`config.mk`:
```
export PLATFORM = sky130hd
export DESIGN_NAME = cscb_device_flat
export DESIGN_NICKNAME = d
export VERILOG_FILES = /design/src/cscb_pkg.sv /design/src/cscb_if.sv /design/src/cscb_device.sv /design/src/flat_wrapper.sv
export SDC_FILE = /design/constraint.sdc
export NUM_CORES = 1
export LEC_CHECK = 0
export ABC_AREA = 0
export BUFFER_PORTS_ARGS = -buffer_cell sky130_fd_sc_hd__buf_4
export CAP_MARGIN = 20
export CORE_MARGIN = 4
export CORE_UTILIZATION = 40
export CTS_BUF_LIST = sky130_fd_sc_hd__clkbuf_4
export CTS_CLUSTER_SIZE = 8
export DETAILED_ROUTE_END_ITERATION = 8
export HOLD_SLACK_MARGIN = 0.05
export PLACE_DENSITY = 0.88
export SETUP_SLACK_MARGIN = 0.5
export SYNTH_ARGS = -nofsm -noshare
export SYNTH_HDL_FRONTEND = slang
export SYNTH_SLANG_ARGS = --single-unit
```
`constraint.sdc`:
```
create_clock -name clk_i -period 2.2 [get_ports clk_i]
set_input_delay 0.44 -clock clk_i [delete_from_list [all_inputs] [get_ports clk_i]]
set_output_delay 0.44 -clock clk_i [all_outputs]
set_load 0.01 [all_outputs]
```
`src/cscb_pkg.sv`:
```
/*
  cscb_pkg: shared constants of the cpu standby control block.
  Assumes a 32-bit word bus and a 100 MHz system clock.
*/
package cscb_pkg;
  localparam logic [31:0] CSCB_ADDR_STANDBY  = 32'h0040_0000;
  localparam logic [31:0] CSCB_ADDR_CLKMUL   = 32'h0040_0004;
  localparam logic [31:0] CSCB_ADDR_CLKWAIT  = 32'h0040_0008;
  localparam logic [31:0] CSCB_ADDR_RSTSRC   = 32'h0040_000C;
  localparam logic [31:0] CSCB_KEY           = 32'h0000_003C;
  localparam logic [31:0] CSCB_REG_RESET     = 32'h0000_0000;
  localparam logic [31:0] CSCB_RSTSRC_PIN    = 32'h0000_0000;
  localparam logic [31:0] CSCB_RSTSRC_WDT    = 32'h0000_0001;
  localparam int          CSCB_STOP_BIT      = 1;
  localparam int          CSCB_HALT_BIT      = 0;
  localparam int          CSCB_FIELD_W       = 2;
  localparam logic [3:0]  CSCB_RESET_STRETCH = 4'h9;
  localparam int          CSCB_IRQ_SRCS      = 8;
  localparam int          CSCB_LEVEL_W       = 3;
  localparam logic [31:0] CSCB_EXEC_START    = 32'h0000_0000;
  localparam logic [31:0] CSCB_PC_STEP       = 32'h0000_0004;
endpackage

```
`src/cscb_if.sv`:
```
/*
  cscb_if: link between the control block and the cpu side.
  Assumes both ends run on the same clock; carries a classic
  wishbone register bus plus interrupt state and standby/reset status.
*/
`timescale 1ns/1ps
interface cscb_if;
  import cscb_pkg::*;
  logic                                  cyc;
  logic                                  stb;
  logic                                  we;
  logic [31:0]                           adr;
  logic [3:0]                            sel;
  logic [31:0]                           dat_w;
  logic [31:0]                           dat_r;
  logic                                  ack;
  logic [CSCB_IRQ_SRCS-1:0]              irq_flags;
  logic [CSCB_IRQ_SRCS*CSCB_LEVEL_W-1:0] irq_levels;
  logic                                  fiq_flag;
  logic                                  fiq_mask;
  logic                                  cpu_halt;
  logic                                  sys_stop;
  logic                                  sys_reset;
  modport dev (input cyc, stb, we, adr, sel, dat_w, irq_flags, irq_levels, fiq_flag,
               fiq_mask, output dat_r, ack, cpu_halt, sys_stop, sys_reset);
  modport host (output cyc, stb, we, adr, sel, dat_w, irq_flags, irq_levels, fiq_flag,
                fiq_mask, input dat_r, ack, cpu_halt, sys_stop, sys_reset);
endinterface

```
`src/cscb_device.sv`:
```
/*
  cscb_device: standby, clock-multiplier, clock-wait and reset-source
  registers, reset sequencing and clock output of the control block.
  Assumes the cpu side drives the wishbone master and interrupt state on
  clk_i; the reset pin and pll enable pin are asynchronous.
*/
// Register access over Wishbone is this design's own decision.
// How it works
// - reads answer in one clock, writes two
// - key 0x3C write then value changes protected registers
// - four zero-reset registers at consecutive word addresses
// - standby register write-only, two low bits
// - stop bit enters stop, clears on wake
// - halt bit stops cpu only, clears on wake
// - software never sets stop and halt together
// - standby writes ignored while leveled interrupt pending
// - standby writes ignored while unmasked fast interrupt pending
// - software clears flags or zeroes levels first
// - software clears fast flag or masks it first
// - low reset pin resets; release starts at zero
// - system clock divided by two driven onto clock output pin
// - high pll enable activates the pll
// - reset source reads 0 pin, 1 watchdog
// - internal reset lasts pin low plus nine clocks
// - watchdog keeps clock settings, clears standby
// - leveled, unmasked fast interrupt or reset wakes device
`timescale 1ns/1ps
module cscb_device
  import cscb_pkg::*;
(
  input  wire logic                    clk_i,
  input  wire logic                    rst_i,
  cscb_if.dev                          link,
  input  wire logic                    reset_pin_active_low_i,
  input  wire logic                    pll_enable_input_i,
  input  wire logic                    watchdog_overflow_i,
  output logic                         system_clock_output_pin_o,
  output logic                         pll_active_o,
  output logic [CSCB_FIELD_W-1:0]      clock_multiplier_o,
  output logic [CSCB_FIELD_W-1:0]      clock_wait_o,
  output logic                         stop_mode_o,
  output logic                         halt_mode_o,
  output logic                         sys_reset_o
);

  // pin synchronisers
  logic rpin_s1_r;
  logic rpin_s2_r;
  logic pll_s1_r;
  logic pll_s2_r;

  always_ff @(posedge clk_i) begin
    if (rst_i) begin
      rpin_s1_r <= 1'b1;
      rpin_s2_r <= 1'b1;
      pll_s1_r  <= 1'b0;
      pll_s2_r  <= 1'b0;
    end else begin
      rpin_s1_r <= reset_pin_active_low_i;
      rpin_s2_r <= rpin_s1_r;
      pll_s1_r  <= pll_enable_input_i;
      pll_s2_r  <= pll_s1_r;
    end
  end

  // reset sequencing
  logic       pin_low;
  logic [3:0] stretch_r;
  logic [3:0] stretch_nxt;
  logic       sys_reset_r;
  logic       sys_reset_nxt;
  logic       rst_src_r;

  assign pin_low = ~rpin_s2_r;

  always_comb begin
    if (pin_low) begin
      stretch_nxt = CSCB_RESET_STRETCH;
    end else if (watchdog_overflow_i) begin
      stretch_nxt = CSCB_RESET_STRETCH - 4'h1;
    end else if (stretch_r != 4'h0) begin
      stretch_nxt = stretch_r - 4'h1;
    end else begin
      stretch_nxt = 4'h0;
    end
  end

  assign sys_reset_nxt = pin_low | watchdog_overflow_i | (stretch_r != 4'h0);

  always_ff @(posedge clk_i) begin
    if (rst_i) begin
      stretch_r   <= 4'h0;
      sys_reset_r <= 1'b0;
      rst_src_r   <= 1'b0;
    end else begin
      stretch_r   <= stretch_nxt;
      sys_reset_r <= sys_reset_nxt;
      if (pin_low) begin
        rst_src_r <= CSCB_RSTSRC_PIN[0];
      end else if (watchdog_overflow_i) begin
        rst_src_r <= CSCB_RSTSRC_WDT[0];
      end
    end
  end

  // pending interrupt detection
  logic [CSCB_IRQ_SRCS-1:0] src_pend;
  logic                     irq_pend;
  logic                     fiq_pend;
  logic                     wake;

  genvar gi;
  generate
    for (gi = 0; gi < CSCB_IRQ_SRCS; gi++) begin : g_pend
      assign src_pend[gi] = link.irq_flags[gi]
                            & (link.irq_levels[gi*CSCB_LEVEL_W +: CSCB_LEVEL_W] != '0);
    end
  endgenerate

  assign irq_pend = |src_pend;
  assign fiq_pend = link.fiq_flag & ~link.fiq_mask;
  assign wake     = irq_pend | fiq_pend;

  // register bus decode
  logic        ack_r;
  logic        wr_wait_r;
  logic [31:0] rdata_r;
  logic [31:0] rdata_nxt;
  logic [31:0] wmask;
  logic [31:0] wdata;
  logic        start;
  logic        commit;
  logic        sel_stby;
  logic        sel_cmul;
  logic        sel_cwait;
  logic        sel_rsrc;
  logic        is_key;
  logic        stby_ok;

  assign start     = link.cyc & link.stb & ~ack_r & ~wr_wait_r;
  // a write lands at the edge where the master sees ack
  assign commit    = ack_r & link.cyc & link.stb & link.we & ~sys_reset_r;
  assign sel_stby  = (link.adr == CSCB_ADDR_STANDBY);
  assign sel_cmul  = (link.adr == CSCB_ADDR_CLKMUL);
  assign sel_cwait = (link.adr == CSCB_ADDR_CLKWAIT);
  assign sel_rsrc  = (link.adr == CSCB_ADDR_RSTSRC);
  assign wmask     = {{8{link.sel[3]}}, {8{link.sel[2]}}, {8{link.sel[1]}}, {8{link.sel[0]}}};
  assign wdata     = link.dat_w & wmask;
  assign is_key    = (wdata == CSCB_KEY);
  assign stby_ok   = ~irq_pend & ~fiq_pend;

  always_comb begin
    rdata_nxt = CSCB_REG_RESET;
    if (sel_cmul) begin
      rdata_nxt[CSCB_FIELD_W-1:0] = clock_multiplier_o;
    end else if (sel_cwait) begin
      rdata_nxt[CSCB_FIELD_W-1:0] = clock_wait_o;
    end else if (sel_rsrc) begin
      rdata_nxt[0] = rst_src_r;
    end
  end

  always_ff @(posedge clk_i) begin
    if (rst_i) begin
      ack_r     <= 1'b0;
      wr_wait_r <= 1'b0;
      rdata_r   <= CSCB_REG_RESET;
    end else begin
      ack_r     <= (start & ~link.we) | wr_wait_r;
      wr_wait_r <= start & link.we;
      if (start & ~link.we) begin
        rdata_r <= rdata_nxt;
      end
    end
  end

  // protected and plain registers
  logic                    stby_armed_r;
  logic                    cmul_armed_r;
  logic                    stop_r;
  logic                    halt_r;
  logic [CSCB_FIELD_W-1:0] cmul_r;
  logic [CSCB_FIELD_W-1:0] cwait_r;

  always_ff @(posedge clk_i) begin
    if (rst_i || pin_low) begin
      stby_armed_r <= 1'b0;
      cmul_armed_r <= 1'b0;
      stop_r       <= 1'b0;
      halt_r       <= 1'b0;
      cmul_r       <= CSCB_REG_RESET[CSCB_FIELD_W-1:0];
      cwait_r      <= CSCB_REG_RESET[CSCB_FIELD_W-1:0];
    end else if (sys_reset_r) begin
      // watchdog reset clears standby but keeps clock settings
      stby_armed_r <= 1'b0;
      cmul_armed_r <= 1'b0;
      stop_r       <= 1'b0;
      halt_r       <= 1'b0;
    end else begin
      if (wake) begin
        stop_r <= 1'b0;
        halt_r <= 1'b0;
      end
      if (commit && sel_stby) begin
        stby_armed_r <= ~stby_armed_r & is_key;
        if (stby_armed_r && stby_ok) begin
          stop_r <= wdata[CSCB_STOP_BIT];
          halt_r <= wdata[CSCB_HALT_BIT] & ~wdata[CSCB_STOP_BIT];
        end
      end
      if (commit && sel_cmul) begin
        cmul_armed_r <= ~cmul_armed_r & is_key;
        if (cmul_armed_r) begin
          cmul_r <= wdata[CSCB_FIELD_W-1:0];
        end
      end
      if (commit && sel_cwait) begin
        cwait_r <= wdata[CSCB_FIELD_W-1:0];
      end
    end
  end

  // output registers
  logic clk_out_r;

  always_ff @(posedge clk_i) begin
    if (rst_i) begin
      clk_out_r <= 1'b0;
    end else begin
      clk_out_r <= ~clk_out_r;
    end
  end

  assign system_clock_output_pin_o = clk_out_r;
  assign pll_active_o              = pll_s2_r;
  assign clock_multiplier_o        = cmul_r;
  assign clock_wait_o              = cwait_r;
  assign stop_mode_o               = stop_r;
  assign halt_mode_o               = halt_r;
  assign sys_reset_o               = sys_reset_r;

  assign link.ack       = ack_r;
  assign link.dat_r     = rdata_r;
  assign link.cpu_halt  = halt_r | stop_r;
  assign link.sys_stop  = stop_r;
  assign link.sys_reset = sys_reset_r;

endmodule

```
`src/flat_wrapper.sv`:
```
// flat-port wrapper written by rule: the top's interface ports become plain ports
module cscb_device_flat import cscb_pkg::*;
  (clk_i, rst_i, reset_pin_active_low_i, pll_enable_input_i, watchdog_overflow_i, system_clock_output_pin_o, pll_active_o, clock_multiplier_o, clock_wait_o, stop_mode_o, halt_mode_o, sys_reset_o, link_cyc, link_stb, link_we, link_adr, link_sel, link_dat_w, link_irq_flags, link_irq_levels, link_fiq_flag, link_fiq_mask, link_dat_r, link_ack, link_cpu_halt, link_sys_stop, link_sys_reset);
  cscb_if link_i ();
  input  wire logic clk_i;
  input  wire logic rst_i;
  input  wire logic reset_pin_active_low_i;
  input  wire logic pll_enable_input_i;
  input  wire logic watchdog_overflow_i;
  output logic system_clock_output_pin_o;
  output logic pll_active_o;
  output logic [CSCB_FIELD_W-1:0] clock_multiplier_o;
  output logic [CSCB_FIELD_W-1:0] clock_wait_o;
  output logic stop_mode_o;
  output logic halt_mode_o;
  output logic sys_reset_o;
  input wire logic [$bits(link_i.cyc)-1:0] link_cyc;
  input wire logic [$bits(link_i.stb)-1:0] link_stb;
  input wire logic [$bits(link_i.we)-1:0] link_we;
  input wire logic [$bits(link_i.adr)-1:0] link_adr;
  input wire logic [$bits(link_i.sel)-1:0] link_sel;
  input wire logic [$bits(link_i.dat_w)-1:0] link_dat_w;
  input wire logic [$bits(link_i.irq_flags)-1:0] link_irq_flags;
  input wire logic [$bits(link_i.irq_levels)-1:0] link_irq_levels;
  input wire logic [$bits(link_i.fiq_flag)-1:0] link_fiq_flag;
  input wire logic [$bits(link_i.fiq_mask)-1:0] link_fiq_mask;
  output wire logic [$bits(link_i.dat_r)-1:0] link_dat_r;
  output wire logic [$bits(link_i.ack)-1:0] link_ack;
  output wire logic [$bits(link_i.cpu_halt)-1:0] link_cpu_halt;
  output wire logic [$bits(link_i.sys_stop)-1:0] link_sys_stop;
  output wire logic [$bits(link_i.sys_reset)-1:0] link_sys_reset;
  assign link_i.cyc = link_cyc;
  assign link_i.stb = link_stb;
  assign link_i.we = link_we;
  assign link_i.adr = link_adr;
  assign link_i.sel = link_sel;
  assign link_i.dat_w = link_dat_w;
  assign link_i.irq_flags = link_irq_flags;
  assign link_i.irq_levels = link_irq_levels;
  assign link_i.fiq_flag = link_fiq_flag;
  assign link_i.fiq_mask = link_fiq_mask;
  assign link_dat_r = link_i.dat_r;
  assign link_ack = link_i.ack;
  assign link_cpu_halt = link_i.cpu_halt;
  assign link_sys_stop = link_i.sys_stop;
  assign link_sys_reset = link_i.sys_reset;
  cscb_device u_core (.clk_i(clk_i), .rst_i(rst_i), .link(link_i), .reset_pin_active_low_i(reset_pin_active_low_i), .pll_enable_input_i(pll_enable_input_i), .watchdog_overflow_i(watchdog_overflow_i), .system_clock_output_pin_o(system_clock_output_pin_o), .pll_active_o(pll_active_o), .clock_multiplier_o(clock_multiplier_o), .clock_wait_o(clock_wait_o), .stop_mode_o(stop_mode_o), .halt_mode_o(halt_mode_o), .sys_reset_o(sys_reset_o));
endmodule
```
==> results_dict.tcl, run 1 <==
set metrics [dict create \
    status "finished clean" \
    grt_max_degree 17 \
    cp_max_fo 5 \
    max_freq_mhz 638 \
    hold_depth 2 \
    syn-instance-count 180 \
    r2r.worst_path.cells 5 \
    dr_total_vias 1695 \
    antenna_cells 0 \
    insertion_delay_ps 310 \
    synth_top_family_by_area "simple AND/OR/NAND/NOR gates" \
    clkSinkCount 23 \
    leakagePower_nw 1.16 \
    grt_pass1_wl_mm 7.51 \
    initial_core_util_pct 42.4 \
    synth_top_area_cell "dfxtp_1" \
    drtPass1Iterations 4 \
    antenna_found_initial 0 \
    synth_compound_area_share_pct 11.4 \
    critical_path_required_ps 2420 \
    finClkSkew_ps 16.4 \
    netlist_top_cells_area "dfxtp_1, buf_4, nor4_4, nand2_1, o31ai_1" \
    drc 0 \
    cts_tree "built" \
    die_w_um 71.2 \
    io_pins 155 \
    syn_area_um2 1600 \
    finalWirelength_mm 4.80 \
    rsz0062_at_grt "yes" \
    critical-path-top-delay-family "simple AND/OR/NAND/NOR gates" \
    period_share_pct 71.3 \
    dieArea_um2 5070 \
    grt_usage_pct 18.0 \
    synthTopCellsByCount "buf_4, dfxtp_1, nand2_1" \
    endpoint_kind "flip-flop" \
    grt_pass1_vias 1751 \
    synth_xor_area_share_pct 0 \
    yosysUniqueCellTypes 44 \
    synth-warning-count 0 \
    critical_path.startpoint_type "flip-flop" \
    drive_gt1_share_pct 48.9 \
    seq_area_um2 460 \
    synthAdderAreaFrac_pct 0.783 \
    final_util_pct 66.4 \
    antenna_left 0 \
    areaGrowthSynthToFinish_pct 56.6 \
    path_class "flip-flop to flip-flop" \
    min_path_type "input port to flip-flop" \
    yosys.area_share.simple_pct 39.1 \
    peakVddDrop_mv 0.446 \
    async_flop_share_pct 0 \
    cts_buffers 3 \
    gp_congestion 0.841 \
    hold_viol 0 \
    slew_viol_final 0 \
    clock-root-buffer "clkbuf_4" \
    synth.most_common_cell "buf_4" \
    max_stage_delay_ps 410 \
    ys.flop_type "dfxtp_1" \
    ys_seq_area_share_pct 28.8 \
    instances_no_fill 353 \
    cp_data_arrival_time_ps 1790 \
    via_per_inst 4.80 \
    muxShareOfSynthArea_pct 3.21 \
    yosysTopAreaCellShare_pct 28.8 \
    worstPathCellList "nor4b_4, nand3_1, nor4_4, mux2i_1, nor2_1" \
    critical_path.slowest_cell "dfxtp_1" \
    placedCellCount 349 \
    drv_cap 0 \
    worst-path-buf-inv 0 \
    io_buffers 124 \
    finalSetupViolations 0 \
    path_depth 5 \
    die_y_um 71.2 \
    wl_per_cell_um 13.6 \
    hold_buffers 0 \
    overflow 0 \
    synth-edff-count 0 \
    min_period_ps 1570 \
    core_um2 3770 \
    multi_input_area_um2 997 \
    nets 417 \
    power_density_nw_per_um2 367 \
    syn_avg_cell_area_um2 8.88 \
    h-tree-depth 1 \
    place_hpwl_mm 4.33 \
    ys_seq_elements 23 \
    clk_pin_slew_worst_paths_ps 130 \
    nFillCells 305 \
    drt-initial-drc-count 22 \
    clockBufferDepth 2 \
    core.rowCount 22 \
    tns_ps 0 \
]
==> timing repair <==
action	CTS	global route
resized for setup	0	2
setup endpoints to repair	0	6
buffers inserted	0	0
==> area by class of cell <==
class	instances	share of cell area, %
clock buffer	3	0.900
multi-input combinational	148	39.8
timing repair buffer	125	37.5
clock inverter	1	0.200
tap	48	2.40
sequential	23	18.4
inverter	5	0.750
==> registers in the layout, indices dropped and copies added (netlist names), 2 cells and up <==
register and count:
u_core.stretch_r 4, u_core.clock_multiplier_o 2, u_core.clock_wait_o 2, u_core.link.dat_r 2
==> through the flow <==
| step | worst slack, ps | total power [mW] | hold WS [ps] | instance area, um^2 |
|---|---|---|---|---|
| 6_report | 631 | 0.917 | 316 | 2500 |
| 4_1_cts | 568 | 0.919 | 314 | 2490 |
| 5_1_grt | 503 | 0.972 | 300 | 2500 |
| 3_5_place_dp | 347 | 0.731 | 395 | 2460 |
| 2_1_floorplan | 581 | 0.582 | 389 | 1710 |
| 3_3_place_gp | 383 | 0.723 | 392 | 2460 |
==> report_power, final <==
part	leakage (nW)	switching, mW	internal, mW
registers	0.188	0.0114	0.431
logic	0.950	0.113	0.169
clock network	0.0177	0.125	0.0679
total	1.16	0.249	0.668
==> final timing paths <==
path | endpoint | start | slack (ps)
setup / recovery | u_core.clock_wait_o[1] | u_core.link.ack | 630
hold / removal | u_core.rpin_s1_r | reset_pin_active_low_i | 320
setup reg to reg | u_core.clock_wait_o[1] | u_core.link.ack | 630
hold reg to reg | u_core.system_clock_output_pin_o | u_core.system_clock_output_pin_o | 420
==> placed cells by master, fill, tap and decap left out, types with 2 or more instances in the layout <==
master and count:
buf_4 125, conb_1 30, dfxtp_1 23, nand2_1 15
nor2_1 10, a21oi_1 9, o31ai_1 7, nor4_1 7
nand3_1 6, nand4_1 6, inv_1 5, nor2b_1 5
nor4_4 5, mux2i_1 4, or2_2 3, nand2b_1 3
nor4_2 3, o21ai_1 3, nor3_1 3, clkbuf_4 3
and2_1 2, nor4b_4 2, o41ai_1 2, a21boi_1 2
o21ai_0 2, or3_1 2
==> cell families after synthesis <==
family                   after synthesis
adder cells (fa/ha/maj)                1
flip-flops                            23
buffers and inverters                 38
multiplexers                           5
AND/OR/NAND/NOR                       84
other                                  1
AO/OA/AOI/OAI                         28
==> routing by layer <==
| metal | GRT usage (%) | vias up | routed length, um |
|---|---|---|---|
| met5 | 0 | - | 0 |
| met4 | 3.55 | 0 | 42 |
| met3 | 5.97 | 6 | 577 |
| met2 | 34.5 | 96 | 2560 |
| met1 | 18.9 | 742 | 1620 |
| li1 | - | 851 | - |
Power figures use the tool's default switching activity.
==> run 2, diff against run 1 <==
Settings changed: ABC_AREA 0 to 1, PLACE_DENSITY 0.88 to 0.84.
Clock period 2.2 ns to 1.5 ns, I/O delays scaled along.
==> results_dict.tcl, run 2 <==
set metrics [dict create \
    muxShareOfSynthArea_pct 0 \
    ys_seq_area_share_pct 25.4 \
    yosysTopAreaCellShare_pct 25.4 \
    clkSinkCount 23 \
    initial_core_util_pct 41.4 \
    slew_viol_final 0 \
    dr_total_vias 2197 \
    finalWirelength_mm 5.61 \
    cts_tree "built" \
    synth-edff-count 0 \
    mostFrequentLayoutCell "buf_4" \
    finalWorstSetupSlack_ps 270 \
    dieArea_um2 5670 \
    cp_data_arrival_time_ps 930 \
    synth-warning-count 0 \
    layout_common_cells "buf_4, nand2_1, nor2_1" \
    p_total_mw 1.51 \
    synth_top_family_by_area "simple AND/OR/NAND/NOR gates" \
    h-tree-depth 1 \
    insertion_delay_ps 310 \
    hold_viol 0 \
    ys.flop_type "dfxtp_1" \
    tns_ps 0 \
    overflow 0 \
    clock-root-buffer "clkbuf_4" \
    leakagePower_nw 1.61 \
    yosysUniqueCellTypes 25 \
    rsz0062_at_grt "yes" \
    path_class "flip-flop to output pin" \
    critical_path_required_ps 1200 \
    max_freq_mhz 813 \
    async_flop_share_pct 0 \
    synth_compound_area_share_pct 5.59 \
    wl_per_cell_um 11.2 \
    grt_pass1_wl_mm 8.04 \
    drt-initial-drc-count 65 \
    grt_max_degree 14 \
    largest_reg_flops 4 \
    regMostFlops "u_core.stretch_r" \
    min_period_ps 1230 \
    yosys.area_share.simple_pct 45.5 \
    place_hpwl_mm 4.67 \
    grt_pass1_vias 2046 \
    die_y_um 75.3 \
    peakVddDrop_mv 0.519 \
    syn_avg_cell_area_um2 5.85 \
    die_w_um 75.3 \
    critical_path.startpoint_type "flip-flop" \
    status "finished clean" \
    period_share_pct 82.0 \
    cp_max_fo 3 \
    netlist_top_cells_area "dfxtp_1, nand2_1, nor2_1, buf_4, inv_1" \
    synthTopCellsByCount "nand2_1, nor2_1, inv_1" \
    power_density_nw_per_um2 502 \
    synth_xor_area_share_pct 0 \
    antenna_left 0 \
    io_pins 155 \
    synthAdderAreaFrac_pct 0.690 \
    ys_seq_elements 23 \
    cts_buffers 3 \
    endpoint_kind "output pin" \
    core_um2 4380 \
    grt_usage_pct 17.9 \
    io_buffers 124 \
    antenna_found_initial 0 \
    gp_congestion 0.863 \
    syn_area_um2 1810 \
    drc 0 \
    clockBufferDepth 2 \
    areaGrowthSynthToFinish_pct 65.5 \
    drive_gt1_share_pct 46.8 \
    min_path_type "input port to flip-flop" \
    via_per_inst 4.40 \
    finalSetupViolations 0 \
    antenna_cells 0 \
    clk_pin_slew_worst_paths_ps 120 \
    syn-instance-count 310 \
    drv_cap 0 \
    synth_top_area_cell "dfxtp_1" \
    core.rowCount 24 \
    nets 559 \
    finClkSkew_ps 5.30 \
    fin_hold_ws_ps 172 \
    dp_slack_ps 117 \
    drtPass1Iterations 4 \
    synth.most_common_cell "nand2_1" \
]
==> run 2: worst paths after layout <==
kind                               start             endpoint  slack, ps  cells after the start
setup reg to reg     u_core.stretch_r[0]  u_core.stretch_r[0]        300                      8
hold reg to reg          u_core.pll_s1_r  u_core.pll_active_o        410                      2
hold / removal    reset_pin_active_low_i     u_core.rpin_s1_r        170                      2
setup / recovery   u_core.link.sys_reset       link_sys_reset        270                      2
==> run 2: metrics by stage <==
step	instances	cell area (um^2)	util, %
floorplan	339	2000	-
global placement	484	2770	63.2
detailed placement	484	2770	63.2
CTS	492	2910	66.3
global route	499	3000	68.4
finish	499	3000	68.4
==> run 2: layout make-up <==
cell class                 count  area [um^2]
clock buffer                   3         22.5
clock inverter                 1         5.00
fill                         401         1380
inverter                      44          165
multi-input combinational    239         1180
sequential                    23          482
tap                           52         65.1
timing repair buffer         137         1080
==> run 2: report_power, final <==
group / switching [mW] / leakage (nW) / total (mW) / internal [mW]
Sequential: 0.0173 / 0.195 / 0.656 / 0.638
Clock: 0.185 / 0.0177 / 0.284 / 0.0995
Combinational: 0.243 / 1.40 / 0.567 / 0.324
==> run 2: timing repair <==
action | 4_1_cts | 5_1_grt
setup endpoints to repair | 31 | 30
hold buffers | 0 | 0
setup buffers | 4 | 7
resized for setup | 34 | 14
pin swaps | 11 | 10
==> run 2: layer usage <==
metal	vias to the layer above	part of all wire (%)	wire length (um)	track usage (%)
met3	8	9.9	554	3.17
met1	954	33	1870	17.9
met5	-	0	0	0
li1	1150	-	-	-
met4	0	1.3	72	4.08
met2	85	56	3120	37.2
==> run 2: kinds of logic after synthesis <==
kind of cell	after synthesis
flip-flops	23
adder cells (fa/ha/maj)	1
buffers and inverters	77
AND/OR/NAND/NOR	190
other	1
AO/OA/AOI/OAI	18
==> run 2: worst max-delay path, cell delays in order, from the launching register on <==
cell	delay [ps]
dfxtp_4	370
buf_4	140
buf_6	110
==> run 3, diff against run 2 <==
Clock period 1.5 ns to 1.2 ns, I/O delays scaled along.
==> results_dict.tcl, run 3 (same netlist as run 2, synthesis figures left out) <==
set metrics [dict create \
    r2r.worst_path.cells 8 \
    critical_path_required_ps 1430 \
    finalWorstSetupSlack_ps -7.10 \
    drv_cap 0 \
    max_freq_mhz 828 \
    gp_congestion 0.830 \
    min-delay-start "reset_pin_active_low_i" \
    io_pins 155 \
    grt_pass1_wl_mm 8.31 \
    core.rowCount 24 \
    hold_buffers 0 \
    hold_depth 2 \
    failed_checks "setup timing" \
    hold_viol 0 \
    nFillCells 360 \
    initial_core_util_pct 41.4 \
    finalWirelength_mm 5.86 \
    nets 563 \
    drtPass1Iterations 5 \
    stdcell_area_um2 3140 \
    cp_max_fo 3 \
    drc 0 \
    critical_path.startpoint_type "flip-flop" \
    clockBufferDepth 2 \
    insertion_delay_ps 320 \
    largest_reg_flops 4 \
    place_hpwl_mm 4.60 \
    peakVddDrop_mv 0.582 \
    dr_total_vias 2233 \
    pwr-share-clk_pct 19.4 \
    min_period_ps 1210 \
    clock-root-buffer "clkbuf_4" \
    clk_pin_slew_worst_paths_ps 130 \
    cp_data_arrival_time_ps 1430 \
    antenna_left 0 \
    cts_buffers 3 \
    h-tree-depth 1 \
    areaGrowthSynthToFinish_pct 73.0 \
    endpoint_kind "flip-flop" \
    wl_per_cell_um 11.7 \
    core_um2 4380 \
    die_y_um 75.3 \
    rsz0062_at_grt "yes" \
    finClkSkew_ps 2.48 \
    r2r_end "u_core.stretch_r[2]" \
    final_util_pct 71.5 \
    intPower_mw 1.34 \
    p_seq_share_pct 42.7 \
    antenna_found_initial 0 \
    min_to "u_core.rpin_s1_r" \
    die_w_um 75.3 \
    grt_pass1_vias 2039 \
    overflow 0 \
    mostFrequentLayoutCell "buf_4" \
    layout_common_cells "buf_4, nand2_1, nor2_1" \
    dieArea_um2 5670 \
    antenna_cells 0 \
    fin_hold_ws_ps 106 \
    min_path_type "input port to flip-flop" \
    io_buffers 124 \
    drt-initial-drc-count 72 \
    swShare_pct 30.5 \
    leakagePower_nw 1.64 \
    clkSinkCount 23 \
    power_density_nw_per_um2 613 \
    rrSetupSlack_ps -7 \
    period_share_pct 101 \
    dpl_cell_area_um2 2830 \
    grt_usage_pct 18.8 \
    status "finished, violations left" \
    path_class "flip-flop to flip-flop" \
    drive_gt1_share_pct 52.3 \
    via_per_inst 4.44 \
    finalSetupViolations 3 \
    rr_startpoint "u_core.stretch_r[0]" \
    slew_viol_final 0 \
    grt_max_degree 14 \
    power_frac_comb_pct 37.9 \
    power_switching_mw 0.586 \
    cts_tree "built" \
    regMostFlops "u_core.stretch_r" \
]
-- run 3: changes by cell type in the layout (fill, tap and decap cells not counted), sizes merged --
cell  previous run  this run
buf            137       141
-- run 3: final cells by class --
type                       count  area [um^2]  area share, %
clock buffer                   3         22.5          0.718
clock inverter                 1         5.00          0.160
inverter                      44          165           5.27
multi-input combinational    239         1270           40.4
sequential                    23          485           15.5
tap                           52         65.1           2.07
timing repair buffer         141         1130           35.9
-- run 3: layer usage --
layer / GRT usage (%) / vias to the layer above / share of wire (%)
met5: 0 / - / 0
met4: 6.99 / 0 / 2.4
met3: 3.96 / 14 / 11
met2: 36.6 / 100 / 53
met1: 19.5 / 966 / 34
li1: - / 1153 / -
-- run 3: worst max-delay path, stage by stage (launching register included) --
cell and delay [ps]:
dfxtp_2 350, inv_2 80, ha_4 130, inv_2 40, or2_4 240, nor2_4 110, inv_2 60, nand3_2 70
a21oi_1 40
-- run 3: worst max-delay path by stage --
stage	start	endpoint	cells past startpoint
after floorplan	u_core.stretch_r[0]	u_core.stretch_r[0]	8
final	u_core.stretch_r[0]	u_core.stretch_r[2]	8
after CTS	u_core.link.sys_reset	u_core.link.sys_stop	7
after global placement	link_adr[13]	u_core.halt_mode_o	9
after detailed placement	link_adr[13]	u_core.halt_mode_o	9
after global routing	u_core.link.sys_reset	u_core.link.sys_stop	7
-- run 3: power groups by stage --
stage	clock network [mW]	registers, mW	logic [mW]
after detailed placement	0	0.830	0.630
after global routing	0.407	0.825	0.804
after floorplan	0	0.833	0.343
after CTS	0.376	0.819	0.679
final	0.373	0.822	0.728
after global placement	0	0.830	0.612
-- run 3: through the flow --
step                      instances  setup WS (ps)  power [mW]  setup TNS, ps
after floorplan                 339           71.0        1.18              0
after global placement          487          -70.3        1.44           -290
after detailed placement        487           -127        1.46           -909
after CTS                       498           42.6        1.87              0
after global routing            503          -96.2        2.04           -351
final                           503          -7.10        1.92          -7.62
-- run 3: timing repair --
| item | 4_1_cts | 5_1_grt |
|---|---|---|
| endpoints found under the hold margin | 0 | 0 |
| pin swaps | 10 | 18 |
| gates resized for setup | 35 | 31 |
| buffers inserted | 7 | 5 |
| cloned | 0 | 0 |
| endpoints found under the setup margin | 33 | 33 |
